**src/ptc_pkg.sv**
```systemverilog
// Package: terminal control register layout, reset values and tap decode constants
package ptc_pkg;

  // ************************************************************
  // Register layout
  // ************************************************************
  localparam int        TCC_WIDTH        = 8;
  localparam logic [7:0] TCC_RESET       = 8'hff;
  localparam logic [7:0] TCC_RSVD_MASK   = 8'hf0;
  localparam logic [7:0] TCC_WRITE_MASK  = 8'h0f;
  localparam int        BIT_HW_FORCE     = 3;
  localparam int        BIT_TERM_A       = 2;
  localparam int        BIT_WIPER        = 1;
  localparam int        BIT_TERM_B       = 0;

  // ************************************************************
  // Wiper codes
  // ************************************************************
  localparam logic [7:0] WIPER_RESET_8   = 8'h7f;
  localparam logic [7:0] WIPER_RESET_7   = 8'h3f;
  localparam logic [7:0] WIPER_ZERO      = 8'h00;
  localparam logic [7:0] WIPER_FULL_8    = 8'hff;
  localparam logic [7:0] WIPER_FULL_7    = 8'h7f;

  // ************************************************************
  // Command tracking
  // ************************************************************
  typedef enum logic [1:0] {
    PTC_IDLE,
    PTC_HELD
  } ptc_wr_state_t;

endpackage

```
**src/ptc_tap_decode.sv**
```systemverilog
// Tap decoder: wiper code to one-hot tap select with scale flags
`timescale 1ns/10ps
module ptc_tap_decode #(
  parameter int CODE_BITS = 8
) (
  input  wire logic [CODE_BITS-1:0]      i_code,
  output logic      [(1<<CODE_BITS)-1:0] o_tap_sel,
  output logic                           o_zero_scale,
  output logic                           o_full_scale,
  output logic                           o_mid_scale
);
  import ptc_pkg::*;

  localparam int TAPS = 1 << CODE_BITS;
  localparam logic [CODE_BITS-1:0] MID_CODE = CODE_BITS'((TAPS / 2) - 1);

  // ************************************************************
  // One-hot tap, tap 0 at terminal B
  // ************************************************************
  genvar g;
  generate
    for (g = 0; g < TAPS; g = g + 1) begin : g_tap
      assign o_tap_sel[g] = (i_code == CODE_BITS'(g));
    end
  endgenerate

  assign o_zero_scale = (i_code == '0);
  assign o_full_scale = (i_code == '1);
  assign o_mid_scale  = (i_code == MID_CODE);

endmodule

```
**src/ptc_top.sv**
```systemverilog
// Terminal control register, shutdown override and tap decode for one potentiometer
`timescale 1ns/10ps
module ptc_top #(
  parameter int CODE_BITS = 8
) (
  input  wire logic                           i_clk,
  input  wire logic                           i_reset_n,
  input  wire logic                           i_tcc_wr_stb,
  input  wire logic [7:0]                     i_tcc_wr_data,
  input  wire logic                           i_cmd_done,
  input  wire logic                           i_wiper_wr_stb,
  input  wire logic [CODE_BITS-1:0]           i_wiper_wr_data,
  input  wire logic                           i_shutdown_pin_n,
  output logic      [7:0]                     o_tcc_rd_data,
  output logic      [CODE_BITS-1:0]           o_wiper_rd_data,
  output logic                                o_term_a_pin_sw,
  output logic                                o_wiper_pin_sw,
  output logic                                o_term_b_pin_sw,
  output logic      [(1<<CODE_BITS)-1:0]      o_tap_sel,
  output logic                                o_zero_scale,
  output logic                                o_full_scale,
  output logic                                o_mid_scale
);
  import ptc_pkg::*;

  localparam logic [CODE_BITS-1:0] WIPER_RST = CODE_BITS'((1 << (CODE_BITS - 1)) - 1);

  // ************************************************************
  // Shutdown pin synchroniser
  // ************************************************************
  logic shutdown_pin_meta_q;
  logic shutdown_pin_sync_q;

  always_ff @(posedge i_clk) begin
    if (!i_reset_n) begin
      shutdown_pin_meta_q <= 1'b1;
      shutdown_pin_sync_q <= 1'b1;
    end else begin
      shutdown_pin_meta_q <= i_shutdown_pin_n;
      shutdown_pin_sync_q <= shutdown_pin_meta_q;
    end
  end

  wire shutdown_active = !shutdown_pin_sync_q;

  // ************************************************************
  // Deferred apply of written terminal control values
  // ************************************************************
  logic       apply;
  logic [7:0] apply_data;

  ptc_write_track u_track (
    .i_clk        (i_clk),
    .i_reset_n    (i_reset_n),
    .i_wr_stb     (i_tcc_wr_stb),
    .i_wr_data    (i_tcc_wr_data),
    .i_cmd_done   (i_cmd_done),
    .o_apply      (apply),
    .o_apply_data (apply_data)
  );

  // ************************************************************
  // Terminal control register
  // ************************************************************
  logic [3:0] tcc_q;
  wire  [3:0] tcc_d = apply ? apply_data[3:0] : tcc_q;

  // Pin never writes here, so release restores the old setup
  always_ff @(posedge i_clk) begin
    if (!i_reset_n) begin
      tcc_q <= TCC_RESET[3:0];
    end else begin
      tcc_q <= tcc_d;
    end
  end

  assign o_tcc_rd_data = TCC_RSVD_MASK | {4'h0, tcc_q};

  // ************************************************************
  // Wiper register, separate from terminal control
  // ************************************************************
  logic [CODE_BITS-1:0] wiper_q;

  always_ff @(posedge i_clk) begin
    if (!i_reset_n) begin
      wiper_q <= WIPER_RST;
    end else if (i_wiper_wr_stb) begin
      wiper_q <= i_wiper_wr_data;
    end
  end

  assign o_wiper_rd_data = wiper_q;

  // ************************************************************
  // Switch control
  // ************************************************************
  // Shutdown opens all three terminals; the ladder is left intact
  wire force_open = !tcc_q[BIT_HW_FORCE] || shutdown_active;
  wire sw_a_d     = tcc_q[BIT_TERM_A] && !force_open;
  wire sw_w_d     = tcc_q[BIT_WIPER]  && !force_open;
  wire sw_b_d     = tcc_q[BIT_TERM_B] && !force_open;

  always_ff @(posedge i_clk) begin
    if (!i_reset_n) begin
      o_term_a_pin_sw <= 1'b1;
      o_wiper_pin_sw  <= 1'b1;
      o_term_b_pin_sw <= 1'b1;
    end else begin
      o_term_a_pin_sw <= sw_a_d;
      o_wiper_pin_sw  <= sw_w_d;
      o_term_b_pin_sw <= sw_b_d;
    end
  end

  // ************************************************************
  // Tap decode
  // ************************************************************
  ptc_tap_decode #(
    .CODE_BITS (CODE_BITS)
  ) u_tap (
    .i_code       (wiper_q),
    .o_tap_sel    (o_tap_sel),
    .o_zero_scale (o_zero_scale),
    .o_full_scale (o_full_scale),
    .o_mid_scale  (o_mid_scale)
  );

endmodule

```
**src/ptc_write_track.sv**
```systemverilog
// Write tracker: holds a pending value until its command completes
`timescale 1ns/10ps
module ptc_write_track (
  input  wire logic       i_clk,
  input  wire logic       i_reset_n,
  input  wire logic       i_wr_stb,
  input  wire logic [7:0] i_wr_data,
  input  wire logic       i_cmd_done,
  output logic            o_apply,
  output logic      [7:0] o_apply_data
);
  import ptc_pkg::*;

  ptc_wr_state_t state_q;
  ptc_wr_state_t state_d;
  logic [7:0]    pend_q;
  logic [7:0]    pend_d;
  logic          apply_q;

  // ************************************************************
  // Pending write, released on command end
  // ************************************************************
  always_comb begin
    state_d = state_q;
    pend_d  = pend_q;
    case (state_q)
      PTC_IDLE: begin
        if (i_wr_stb) begin
          state_d = PTC_HELD;
          pend_d  = i_wr_data;
        end
      end
      PTC_HELD: begin
        if (i_wr_stb) begin
          pend_d = i_wr_data;
        end
        if (i_cmd_done) begin
          state_d = PTC_IDLE;
        end
      end
      default: state_d = PTC_IDLE;
    endcase
  end

  always_ff @(posedge i_clk) begin
    if (!i_reset_n) begin
      state_q <= PTC_IDLE;
      pend_q  <= TCC_RESET;
      apply_q <= 1'b0;
    end else begin
      state_q <= state_d;
      pend_q  <= pend_d;
      apply_q <= (state_q == PTC_HELD) && i_cmd_done;
    end
  end

  assign o_apply      = apply_q;
  assign o_apply_data = pend_q;

endmodule

```
**config.mk**
```make
export PLATFORM = sky130hd
export DESIGN_NAME = ptc_top
export DESIGN_NICKNAME = d
export VERILOG_FILES = /design/src/ptc_pkg.sv /design/src/ptc_tap_decode.sv /design/src/ptc_top.sv /design/src/ptc_write_track.sv
export SDC_FILE = /design/constraint.sdc
export NUM_CORES = 1
export LEC_CHECK = 0
export BUFFER_PORTS_ARGS = -buffer_cell sky130_fd_sc_hd__buf_4
export CAP_MARGIN = 25
export CELL_PAD_IN_SITES_DETAIL_PLACEMENT = 0
export CELL_PAD_IN_SITES_GLOBAL_PLACEMENT = 1
export CORE_MARGIN = 3
export CORE_UTILIZATION = 21
export CTS_CLUSTER_SIZE = 25
export DETAILED_ROUTE_END_ITERATION = 10
export GPL_TIMING_DRIVEN = 0
export PLACE_DENSITY = 0.91
export SYNTH_ARGS = -nofsm -noshare
export SYNTH_HDL_FRONTEND = slang
export SYNTH_HIERARCHICAL = 1
export SYNTH_SLANG_ARGS = --single-unit
```
**constraint.sdc**
```tcl
create_clock -name i_clk -period 1.56 [get_ports i_clk]
set_input_delay 0 -clock i_clk [delete_from_list [all_inputs] [get_ports i_clk]]
set_output_delay 0 -clock i_clk [all_outputs]
set_load 0.01 [all_outputs]
```
# == After elaboration in Yosys (flattened, before gate mapping) ==
# Index checks and enable logic that the tools add are counted.
# op_classes
mux,3
reduce_logical,13
n_eq_ne,258
# ops
operator,n
$eq 8x8->1 const B,128
$eq 8x7->1 const B,64
$eq 8x6->1 const B,32
$eq 8x5->1 const B,16
$eq 8x4->1 const B,8
$eq 8x3->1 const B,4
$eq 8x2->1 const B,2
$eq 8x1->1 const B,1
$logic_not 8->1,1
$logic_and 1x1->1,4
$mux 2,2
$ne 2x2->1 const B,2
$pmux 2 s2,1
$reduce_and 2->1,2
$logic_not 1->1,3
$eq 2x1->1 const B,1
$logic_not 2->1,1
$reduce_or 2->1,1
$logic_or 1x1->1,1
# word_totals
reg_bits,24
out_inout_bits,278

# == Longest topological paths before layout ==
# Gate-level depths: netlist of the first run.
# depth
depth_word,4
ltp_mapped,6
ltp_nobuf,2

# == By module ==
# Netlist of the first run, hierarchy kept.
# by_module_without_submodules
module,n_inst,cells_each,area_per_inst_um2
ptc_tap_decode,1,353,1732.9
ptc_top,1,57,604.3
ptc_write_track,1,31,345.3

# == Worst setup path before layout of the first run ==
# No wires, ideal clock.
# synth_timing
path_kind,reg-to-output
from,register wiper_q[2] (netlist: o_wiper_rd_data[2])
to,output o_tap_sel[0]
path_slack_ns,-0.078
required_ns,1.560
arrival_ns,1.638
path_stages_with_launch,7
path_cell_list,dfxtp_1 buf_6 or4_4 buf_6 buf_6 nor2_1 buf_4
# synth_via
elab_chain_len,1
# synth_rtl
element,line_no,text
from (decl),ptc_top.sv:82,logic [CODE_BITS-1:0] wiper_q;
from (signal assigned),ptc_top.sv:88,wiper_q <= i_wiper_wr_data;
$logic_not 8->1,-,
to (decl),ptc_top.sv:19,"output logic [(1<<CODE_BITS)-1:0] o_tap_sel,"
# Every way passes these cells.

# == Worst setup path after layout of the first run ==
# layout_timing
from,register wiper_q[2] (netlist: o_wiper_rd_data[2])
to,output o_tap_sel[8]
# layout_via
elab_chain_len,1
# layout_rtl
element,line_no,text
$eq 8x4->1,ptc_tap_decode.sv:23,assign o_tap_sel[g] = (i_code == CODE_BITS'(g));
# Every way passes these cells.

==> results.sh, run 1 <==
export IMPL_cap_violations=0
export IMPL_status="finished, violations left"
export IMPL_clock_path_buffers=2
export IMPL_fill_cells=595
export IMPL_first_pass_iters=6
export IMPL_drv_slew=0
export IMPL_drc=0
export IMPL_root_buffer="clkbuf_16"
export IMPL_h_tree_depth=1
export IMPL_crit_family="simple AND/OR/NAND/NOR gates"
export IMPL_layout_cells_non_filler=978
export IMPL_die_h_um=116.1
export IMPL_overflow=0
export IMPL_crit_required_ns=1.56
export IMPL_startpoint_type="flop"
export IMPL_violations="negative setup slack"
export IMPL_vias=4813
export IMPL_die_area_mm2=0.01349
export IMPL_r2r_start="u_track/o_apply_data[1]"
export IMPL_path_clk_slew_ns=0.06
export IMPL_cpMaxStageDelayCell="or4b_4"
export IMPL_worstSetupEndpointType="output pin"
export IMPL_hold_viol_final=0
export IMPL_vdd_drop_max_v=0.0004688
export IMPL_setup_viol=248
export IMPL_max_stage_delay_ns=0.58
export IMPL_cts_made_buffers=3
export IMPL_place_inst=864
export IMPL_rsz0062_at_grt="true"
export IMPL_critical_path_class="reg -> out"
export IMPL_crit_fanout=5
export IMPL_insertion_delay_ns=0.25
export IMPL_hp_start="i_tcc_wr_stb"
export IMPL_layout_nets=858
export IMPL_gr_usage_all_layers=0.2314
export IMPL_fmax_mhz=541.2
export IMPL_syn_area_per_cell_um2=5.938
export IMPL_wl_per_cell_um=22.99
export IMPL_area_growth_pct=267.7
export IMPL_ys_warn_count=6
export IMPL_r2r_setup_slack_ns=0.37
export IMPL_finalCritPeriodShare=1.184
export IMPL_cts_tree="yes"
export IMPL_fin_worst_skew_ns=0.001761
export IMPL_pwr_density_cell_mw_per_mm2=253.8
export IMPL_gp_congestion=0.8074
export IMPL_finalWorstSetupSlack_ns=-0.2877
export IMPL_numPortBuffers=289
export IMPL_worstPathCellList="buf_6 -> or4b_4 -> buf_16 -> nor2_1 -> buf_4"
export IMPL_hold_path_endpoint="u_track/o_apply_data[3]"
export IMPL_io_pins=300
export IMPL_power_total_mw=2.377
export IMPL_viasPerCell=4.921
export IMPL_hold_path_class="in -> reg"
export IMPL_grt_antenna_before_repair=0
export IMPL_wl_um=22490
export IMPL_fp_dieW_um=116.1
export IMPL_grt_pass1_wl_um=23980
export IMPL_grt_max_degree=15
export IMPL_core_mm2=0.01161
export IMPL_drtIter0Drc=251
export IMPL_arrival_ns=1.85
export IMPL_hold_slack_ns=0.004392
export IMPL_hold_path_depth=3
export IMPL_layout_drive_gt1_share=0.8611
export IMPL_fp_row_count=39
export IMPL_critPathBufInv=3
export IMPL_final_antenna_net_count=0
export IMPL_r2r_end="u_track/o_apply_data[1]"
export IMPL_clkSinkCount=23
export IMPL_syn_instance_count=429
export IMPL_syn_area_mm2=0.002547
export IMPL_start_util=0.2193
export IMPL_r2r_cells=3
export IMPL_layout_min_cycle_time_ns=1.848
export IMPL_hpwl_um=11550
export IMPL_diodes=0
export IMPL_leakagePower_nw=3.630
export IMPL_first_global_vias=3993
[through the flow]
stage	util	instance area [um2]	setup TNS (ns)	worst slack, ns
6_report	0.8065	9366	-30.41	-0.2877
5_1_grt	0.8065	9366	-40.60	-0.3401
4_1_cts	0.5845	6788	-21.59	-0.2162
3_5_place_dp	0.4228	4910	-37.84	-0.4539
3_3_place_gp	0.4228	4910	-37.25	-0.4520
2_1_floorplan	-	2561	0	0.0004237
[registers in the layout, indices dropped and copies added, names as in the netlist]
name,cells
shutdown_pin_sync_q,1
shutdown_pin_meta_q,1
o_term_a_pin_sw,1
u_track/o_apply_data,4
o_wiper_rd_data,8
tcc_q,4
o_term_b_pin_sw,1
o_wiper_pin_sw,1
u_track/o_apply,1
u_track/state_q,1
[power by group]
group / internal [mW] / switching (mW) / total, mW / leakage [nW]
registers: 0.611 / 0.0352 / 0.647 / 0.191
clock network: 0.347 / 0.212 / 0.560 / 0.0371
logic: 0.572 / 0.599 / 1.17 / 3.40
[worst max-delay path by stage]
stage / start / end / cells after the start
after global placement: o_wiper_rd_data[3] / o_tap_sel[255] / 6
after CTS: o_wiper_rd_data[3] / o_tap_sel[0] / 6
after detailed placement: o_wiper_rd_data[3] / o_tap_sel[255] / 6
after floorplan: o_wiper_rd_data[2] / o_tap_sel[0] / 6
after global routing: o_wiper_rd_data[7] / o_tap_sel[8] / 5
final: o_wiper_rd_data[2] / o_tap_sel[8] / 5
[layer usage]
layer	wire (um)	vias up	track usage
li1	-	2148	-
met4	957	0	0.08043
met2	12220	246	0.4216
met3	1315	63	0.02746
met5	0	-	0
met1	7998	2356	0.2803
[placed cells by master (no fill, tap or decap), types with 3 or more instances in the layout]
cell type      instances
buf_12                20
buf_16                 4
buf_4                143
buf_6                253
buf_8                 23
clkbuf_16             16
conb_1                 4
dfxtp_1               15
dfxtp_4                8
dlygate4sd3_1         16
mux2i_1               16
nand2_1               18
nand3_1                3
nand4b_1               8
nand4bb_4             12
nor2_1                28
nor2_2                33
nor2_4               195
or4b_4                 8
[tightest hold or removal path, stage by stage]
cell     delay (ns)
buf_6          0.10
mux2i_1        0.07
nand2_1        0.06
[final cells by class]
| type | instances | area [um2] | share of cell area |
|---|---|---|---|
| timing repair buffer | 422 | 4537 | 0.4844 |
| multi-input combinational | 335 | 3346 | 0.3572 |
| buffer | 51 | 732.0 | 0.07815 |
| sequential | 23 | 490.5 | 0.05236 |
| tap | 143 | 178.9 | 0.01910 |
| clock buffer | 3 | 75.07 | 0.008015 |
| clock inverter | 1 | 7.507 | 0.0008015 |
[timing repair]
action,in CTS,in global routing
endpoints found under the hold margin,18,0
buffers inserted,71,25
endpoints found under the setup margin,259,256
pin swaps,61,104
gates cloned,9,14
gates resized for setup,290,566
hold buffers,16,0
Note: power is estimated with default switching activity, not from simulation.
==> inputs of run 2 (changes only) <==
--- a/config.mk
+++ b/config.mk
@@ -9,4 +9,5 @@
 export CAP_MARGIN = 25
-export CELL_PAD_IN_SITES_DETAIL_PLACEMENT = 0
+export CELL_PAD_IN_SITES_DETAIL_PLACEMENT = 1
 export CELL_PAD_IN_SITES_GLOBAL_PLACEMENT = 1
+export CORE_ASPECT_RATIO = 1.75
 export CORE_MARGIN = 3
--- a/constraint.sdc
+++ b/constraint.sdc
@@ -3,2 +3,2 @@
 set_output_delay 0 -clock i_clk [all_outputs]
-set_load 0.01 [all_outputs]
+set_load 0.02 [all_outputs]
==> run 2 against run 1 <==
The run now fails in 5_1_grt. Synthesized cell count is the same. Area after synthesis is the same.
==> results.sh, run 2 <==
export IMPL_status="aborted with a tool error"
export IMPL_lastStage="5_1_grt"
export IMPL_stop_error="[ERROR DPL-0033] detailed placement checks failed during check placement."
export IMPL_grt_antenna_before_repair=0
export IMPL_crit_endpoint="o_tap_sel[16]"
export IMPL_place_ws_ns=-0.3424
export IMPL_die_h_um=151.7
export IMPL_numPortBuffers=289
export IMPL_syn_area_per_cell_um2=5.938
export IMPL_place_inst=856
export IMPL_cts_made_buffers=3
export IMPL_syn_instance_count=429
export IMPL_fp_row_count=52
export IMPL_gp_congestion=0.7996
export IMPL_grt_max_degree=15
export IMPL_io_pins=300
export IMPL_root_buffer="clkbuf_16"
export IMPL_start_util=0.2175
export IMPL_syn_area_mm2=0.002547
export IMPL_h_tree_depth=1
export IMPL_clock_path_buffers=2
export IMPL_fp_dieW_um=89.26
export IMPL_worstEpCategory="output port"
export IMPL_ys_warn_count=6
export IMPL_hpwl_um=13250
run 2: metrics by stage:
step           TNS (ns)  instance area, um2  hold WS (ns)
2_1_floorplan    -1.288                2623       0.06194
3_3_place_gp     -30.84                4961        0.1832
3_5_place_dp     -38.69                4961        0.1912
4_1_cts          -26.21                8255     0.0002369
run 2: timing repair:
| item | in CTS |
|---|---|
| hold buffers | 18 |
| pin swaps | 87 |
| endpoints found under the hold margin | 20 |
| cloned | 16 |
| buffers inserted | 80 |
| setup endpoints to repair | 259 |
| gates resized for setup | 575 |
==> inputs of run 3 (changes only) <==
- CELL_PAD_IN_SITES_DETAIL_PLACEMENT: 1 -> not set
- CELL_PAD_IN_SITES_GLOBAL_PLACEMENT: 1 -> not set
- CORE_ASPECT_RATIO: 1.75 -> not set
- CORE_UTILIZATION: 21 -> 20
- CTS_CLUSTER_SIZE: 25 -> not set
- PLACE_DENSITY: 0.91 -> not set
- PLACE_DENSITY_LB_ADDON: not set -> 0.15
==> run 3 against run 2 <==
The flow now finishes, with violations (negative setup slack).
==> results.sh, run 3 (same netlist as run 1, synthesis figures left out) <==
export IMPL_pwr_share_comb=0.500
export IMPL_drc=0
export IMPL_status="finished, violations left"
export IMPL_critical_path_class="reg -> out"
export IMPL_start_util=0.2086
export IMPL_diodes=0
export IMPL_layout_drive_gt1_share=0.8561
export IMPL_final_antenna_net_count=0
export IMPL_numPortBuffers=289
export IMPL_switchingPower_mw=0.8683
export IMPL_worstPathCellList="buf_6 -> or4b_4 -> buf_6 -> buf_8 -> nor2_1 -> buf_4"
export IMPL_r2r_setup_slack_ns=0.42
export IMPL_layout_nets=864
export IMPL_layout_min_cycle_time_ns=1.872
export IMPL_cap_violations=0
export IMPL_wl_per_cell_um=22.74
export IMPL_first_global_vias=4599
export IMPL_worstSetupEndpointType="output pin"
export IMPL_path_clk_slew_ns=0.06
export IMPL_area_growth_pct=279.7
export IMPL_fmax_mhz=534.1
export IMPL_wl_um=22950
export IMPL_fp_row_count=40
export IMPL_clock_path_buffers=2
export IMPL_layout_cells_non_filler=1009
export IMPL_core_mm2=0.01221
export IMPL_hold_viol_final=0
export IMPL_final_common_cell="buf_6"
export IMPL_arrival_ns=1.87
export IMPL_fin_worst_skew_ns=0.004301
export IMPL_swShare=0.3600
export IMPL_cts_tree="yes"
export IMPL_clkPwrFrac=0.232
export IMPL_overflow=0
export IMPL_cts_made_buffers=3
export IMPL_hpwl_um=12490
export IMPL_setup_viol=251
export IMPL_die_area_mm2=0.01413
export IMPL_largest_reg_flops=8
export IMPL_gr_usage_all_layers=0.2495
export IMPL_startpoint_type="flop"
export IMPL_clkSinkCount=23
export IMPL_finalCritPeriodShare=1.200
export IMPL_grt_antenna_before_repair=0
export IMPL_finalWorstSetupSlack_ns=-0.3123
export IMPL_layout_common_cells="buf_6 (294), nor2_4 (209), buf_4 (103)"
export IMPL_crit_fanout=10
export IMPL_rsz0062_at_grt="true"
export IMPL_hold_path_class="in -> reg"
export IMPL_root_buffer="clkbuf_16"
export IMPL_leakagePower_nw=3.703
export IMPL_h_tree_depth=1
export IMPL_drv_slew=0
export IMPL_cpMostUsedCell="buf_6"
export IMPL_max_stage_delay_ns=0.48
export IMPL_sequentialPowerShare=0.268
export IMPL_insertion_delay_ns=0.25
export IMPL_critPathBufInv=4
export IMPL_p_int_mw=1.544
export IMPL_cpMaxStageDelayCell="or4b_4"
export IMPL_die_h_um=118.9
export IMPL_place_inst=889
export IMPL_grt_max_degree=15
export IMPL_io_pins=300
export IMPL_pwr_density_cell_mw_per_mm2=249.4
export IMPL_first_pass_iters=5
export IMPL_crit_required_ns=1.56
export IMPL_violations="negative setup slack"
export IMPL_drtIter0Drc=327
export IMPL_fp_dieW_um=118.9
export IMPL_hold_slack_ns=0.04843
export IMPL_viasPerCell=4.874
export IMPL_vdd_drop_max_v=0.0006953
export IMPL_grt_pass1_wl_um=28140
export IMPL_tns_ns=-35.14
export IMPL_vias=4918
export IMPL_gp_congestion=0.8185
export IMPL_crit_family="buffers and inverters"
## run 3: power by group through the flow
stage | clock network (mW) | registers [mW] | logic (mW)
floorplan | 0 | 0.675 | 0.291
finish | 0.559 | 0.647 | 1.21
CTS | 0.572 | 0.644 | 0.934
global route | 0.607 | 0.652 | 1.25
detailed placement | 0 | 0.666 | 0.499
global placement | 0 | 0.665 | 0.491
## run 3: through the flow
step	worst slack, ns	util	power, mW	instance area (um2)
6_report	-0.3123	0.7920	2.412	9672
5_1_grt	-0.3631	0.7920	2.509	9672
4_1_cts	-0.2359	0.6313	2.150	7709
3_5_place_dp	-0.3102	0.4096	1.166	5002
3_3_place_gp	-0.2391	0.4096	1.156	5002
2_1_floorplan	-0.05179	-	0.9665	2623
## run 3: worst register-to-register path: cells and delay by family (launching register included)
kind | cells | cell delay [ns]
buffers and inverters | 1 | 0.56
flip-flops | 1 | 0.31
multiplexers | 1 | 0.11
AND/OR/NAND/NOR | 1 | 0.05
## run 3: worst paths after layout
check	startpoint	endpoint	cells past startpoint
setup / recovery	o_wiper_rd_data[6]	o_tap_sel[135]	6
hold reg to reg	shutdown_pin_meta_q	shutdown_pin_sync_q	1
setup reg to reg	u_track/o_apply_data[2]	u_track/o_apply_data[2]	3
hold / removal	i_wiper_wr_stb	o_wiper_rd_data[6]	3
## run 3: timing repair
item,in CTS,in global routing
hold buffers,20,0
gates cloned,16,10
pin swaps,92,84
endpoints found under the setup margin,259,256
gates resized for setup,447,433
buffers inserted,70,23
hold endpoints to repair,20,0
## run 3: final cells by class
cell class | instances | area, um2
plain buffers | 53 | 735.7
clock buffers | 3 | 75.07
clock inverters | 1 | 7.507
fillers | 707 | 2540
multi-input cells | 335 | 3402
flip-flops and latches | 23 | 490.5
well taps | 168 | 210.2
repair buffers | 426 | 4751
## run 3: routing by layer
layer,GRT usage,routed length [um]
met1,0.2806,8229
met2,0.4877,12190
met3,0.04938,1467
met4,0.04055,1063
met5,0,0
==> inputs of run 4 (changes only) <==
- ABC_AREA: not set -> 1
- CELL_PAD_IN_SITES_DETAIL_PLACEMENT: not set -> 0
- CELL_PAD_IN_SITES_GLOBAL_PLACEMENT: not set -> 1
- CORE_UTILIZATION: 20 -> 18
==> run 4 against run 3 <==
The run still ends with negative setup slack left. First-iteration DRC count shrank 8.3%. Sequential power grew 3.9%. Sequential share of layout area grew 2.2 points. Clock skew shrank 0.0022 ns. Utilization shrank 23 points. Design area shrank 30%. Combinational power shrank 12%. Critical path depth grew 1. Critical endpoint is now o_tap_sel[111]. Highest routed layer unchanged. Count of clock-buffer cells in the layout grew 1. Synthesized cell count grew 5.6%. Area after synthesis shrank 11%. Clock power shrank 2%.
==> results.sh, run 4 <==
export IMPL_finalCritPeriodShare=1.014
export IMPL_wl_per_cell_um=17.91
export IMPL_hpwl_um=13320
export IMPL_die_h_um=118.0
export IMPL_syn_area_per_cell_um2=4.980
export IMPL_cts_made_buffers=3
export IMPL_swShare=0.3743
export IMPL_gp_congestion=0.8116
export IMPL_layout_min_cycle_time_ns=1.582
export IMPL_hold_slack_ns=0.02641
export IMPL_power_total_mw=2.277
export IMPL_vias=4301
export IMPL_grt_pass1_wl_um=24740
export IMPL_first_global_vias=3868
export IMPL_leakagePower_nw=3.315
export IMPL_core_mm2=0.01211
export IMPL_layout_common_cells="buf_4 (302), nor2_1 (167), buf_6 (72)"
export IMPL_rsz0062_at_grt="true"
export IMPL_io_pins=300
export IMPL_crit_required_ns=1.56
export IMPL_final_util=0.5583
export IMPL_diodes=0
export IMPL_root_buffer="clkbuf_16"
export IMPL_startpoint_type="flop"
export IMPL_first_pass_iters=4
export IMPL_worstSetupEndpointType="output pin"
export IMPL_area_growth_pct=199.7
export IMPL_hold_path_class="in -> reg"
export IMPL_grt_antenna_before_repair=0
export IMPL_syn_instance_count=453
export IMPL_path_clk_slew_ns=0.06
export IMPL_layout_nets=852
export IMPL_drv_slew=0
export IMPL_fill_cells=1196
export IMPL_clkSinkCount=23
export IMPL_fmax_mhz=631.9
export IMPL_fp_dieW_um=118.0
export IMPL_viasPerCell=4.314
export IMPL_overflow=0
export IMPL_clkPwrFrac=0.241
export IMPL_pwr_density_cell_mw_per_mm2=336.7
export IMPL_finalWorstSetupSlack_ns=-0.02241
export IMPL_sequentialPowerShare=0.295
export IMPL_crit_fanout=6
export IMPL_gr_usage_all_layers=0.2257
export IMPL_ff_latch_area_um2=490.5
export IMPL_largest_reg_flops=8
export IMPL_critical_path_class="reg -> out"
export IMPL_cpMaxStageDelayCell="dfxtp_4"
export IMPL_status="finished, violations left"
export IMPL_violations="negative setup slack"
export IMPL_insertion_delay_ns=0.25
export IMPL_fp_row_count=40
export IMPL_cts_tree="yes"
export IMPL_setup_viol=5
export IMPL_max_stage_delay_ns=0.41
export IMPL_ys_warn_count=6
export IMPL_switchingPower_mw=0.8521
export IMPL_wl_um=17850
export IMPL_p_int_mw=1.425
export IMPL_fin_worst_skew_ns=0.002070
export IMPL_final_antenna_net_count=0
export IMPL_syn_area_mm2=0.002256
export IMPL_start_util=0.1863
export IMPL_vdd_drop_max_v=0.0004129
export IMPL_cap_violations=0
export IMPL_multi_input_area_mm2=0.002250
export IMPL_h_tree_depth=1
export IMPL_drc=0
export IMPL_numPortBuffers=288
export IMPL_die_area_mm2=0.01391
export IMPL_arrival_ns=1.58
export IMPL_pwr_share_comb=0.464
export IMPL_clock_path_buffers=2
export IMPL_layout_drive_gt1_share=0.6743
export IMPL_final_common_cell="buf_4"
export IMPL_grt_max_degree=17
export IMPL_hold_viol_final=0
export IMPL_drtIter0Drc=300
export IMPL_place_ws_ns=-0.1180
export IMPL_worstPathCellList="inv_2 -> nor2_4 -> buf_6 -> nand2_8 -> clkbuf_16 -> nor2_4 -> buf_6"
-- run 4: metrics by stage --
step / setup TNS (ns) / instance area (um2) / cells
2_1_floorplan: 0 / 2267 / 456
3_3_place_gp: -0.1248 / 4639 / 912
3_5_place_dp: -0.2281 / 4639 / 912
4_1_cts: -0.2503 / 5429 / 955
5_1_grt: -2.178 / 6761 / 997
6_report: -0.04537 / 6761 / 997
-- run 4: worst max-delay path: cells and delay by family (launching register included) --
kind / cells / cell delay [ns]
DFF: 1 / 0.41
and+or+nand+nor: 3 / 0.40
buffers and inverters: 4 / 0.51
-- run 4: worst paths after layout --
kind,start,endpoint,slack (ns),cells past startpoint
setup / recovery,o_wiper_rd_data[5],o_tap_sel[111],-0.02,7
setup reg to reg,o_wiper_rd_data[3],o_wiper_rd_data[3],0.41,3
hold / removal,i_wiper_wr_stb,o_wiper_rd_data[6],0.03,3
hold reg to reg,shutdown_pin_meta_q,shutdown_pin_sync_q,0.43,2
-- run 4: power groups by stage --
stage          clock, mW  combinational (mW)  sequential, mW
2_1_floorplan          0               0.310           0.694
3_3_place_gp           0               0.553           0.671
3_5_place_dp           0               0.557           0.672
4_1_cts            0.561               0.734           0.672
5_1_grt            0.587                1.12           0.679
6_report           0.548                1.06           0.672
-- run 4: timing repair --
action                                  in CTS  in global routing
endpoints found under the setup margin     251                244
gates resized for setup                    116                252
hold buffers                                19                  0
endpoints found under the hold margin       16                  0
setup buffers                               21                 36
pin swaps                                   15                 24
cloned                                       0                  6
-- run 4: metal layers --
metal	track usage	routed length [um]	vias to the layer above
li1	-	-	2077
met1	0.2735	6986	2031
met2	0.4201	9367	189
met3	0.05286	1428	4
met4	0.01758	72	0
met5	0	0	-
-- run 4: final cells by class --
class,count,share of cell area
multi-input combinational,371,0.3327
tap,168,0.03109
sequential,23,0.07254
inverter,19,0.01240
timing repair buffer,369,0.4697
clock buffer,4,0.01166
buffer,43,0.06995
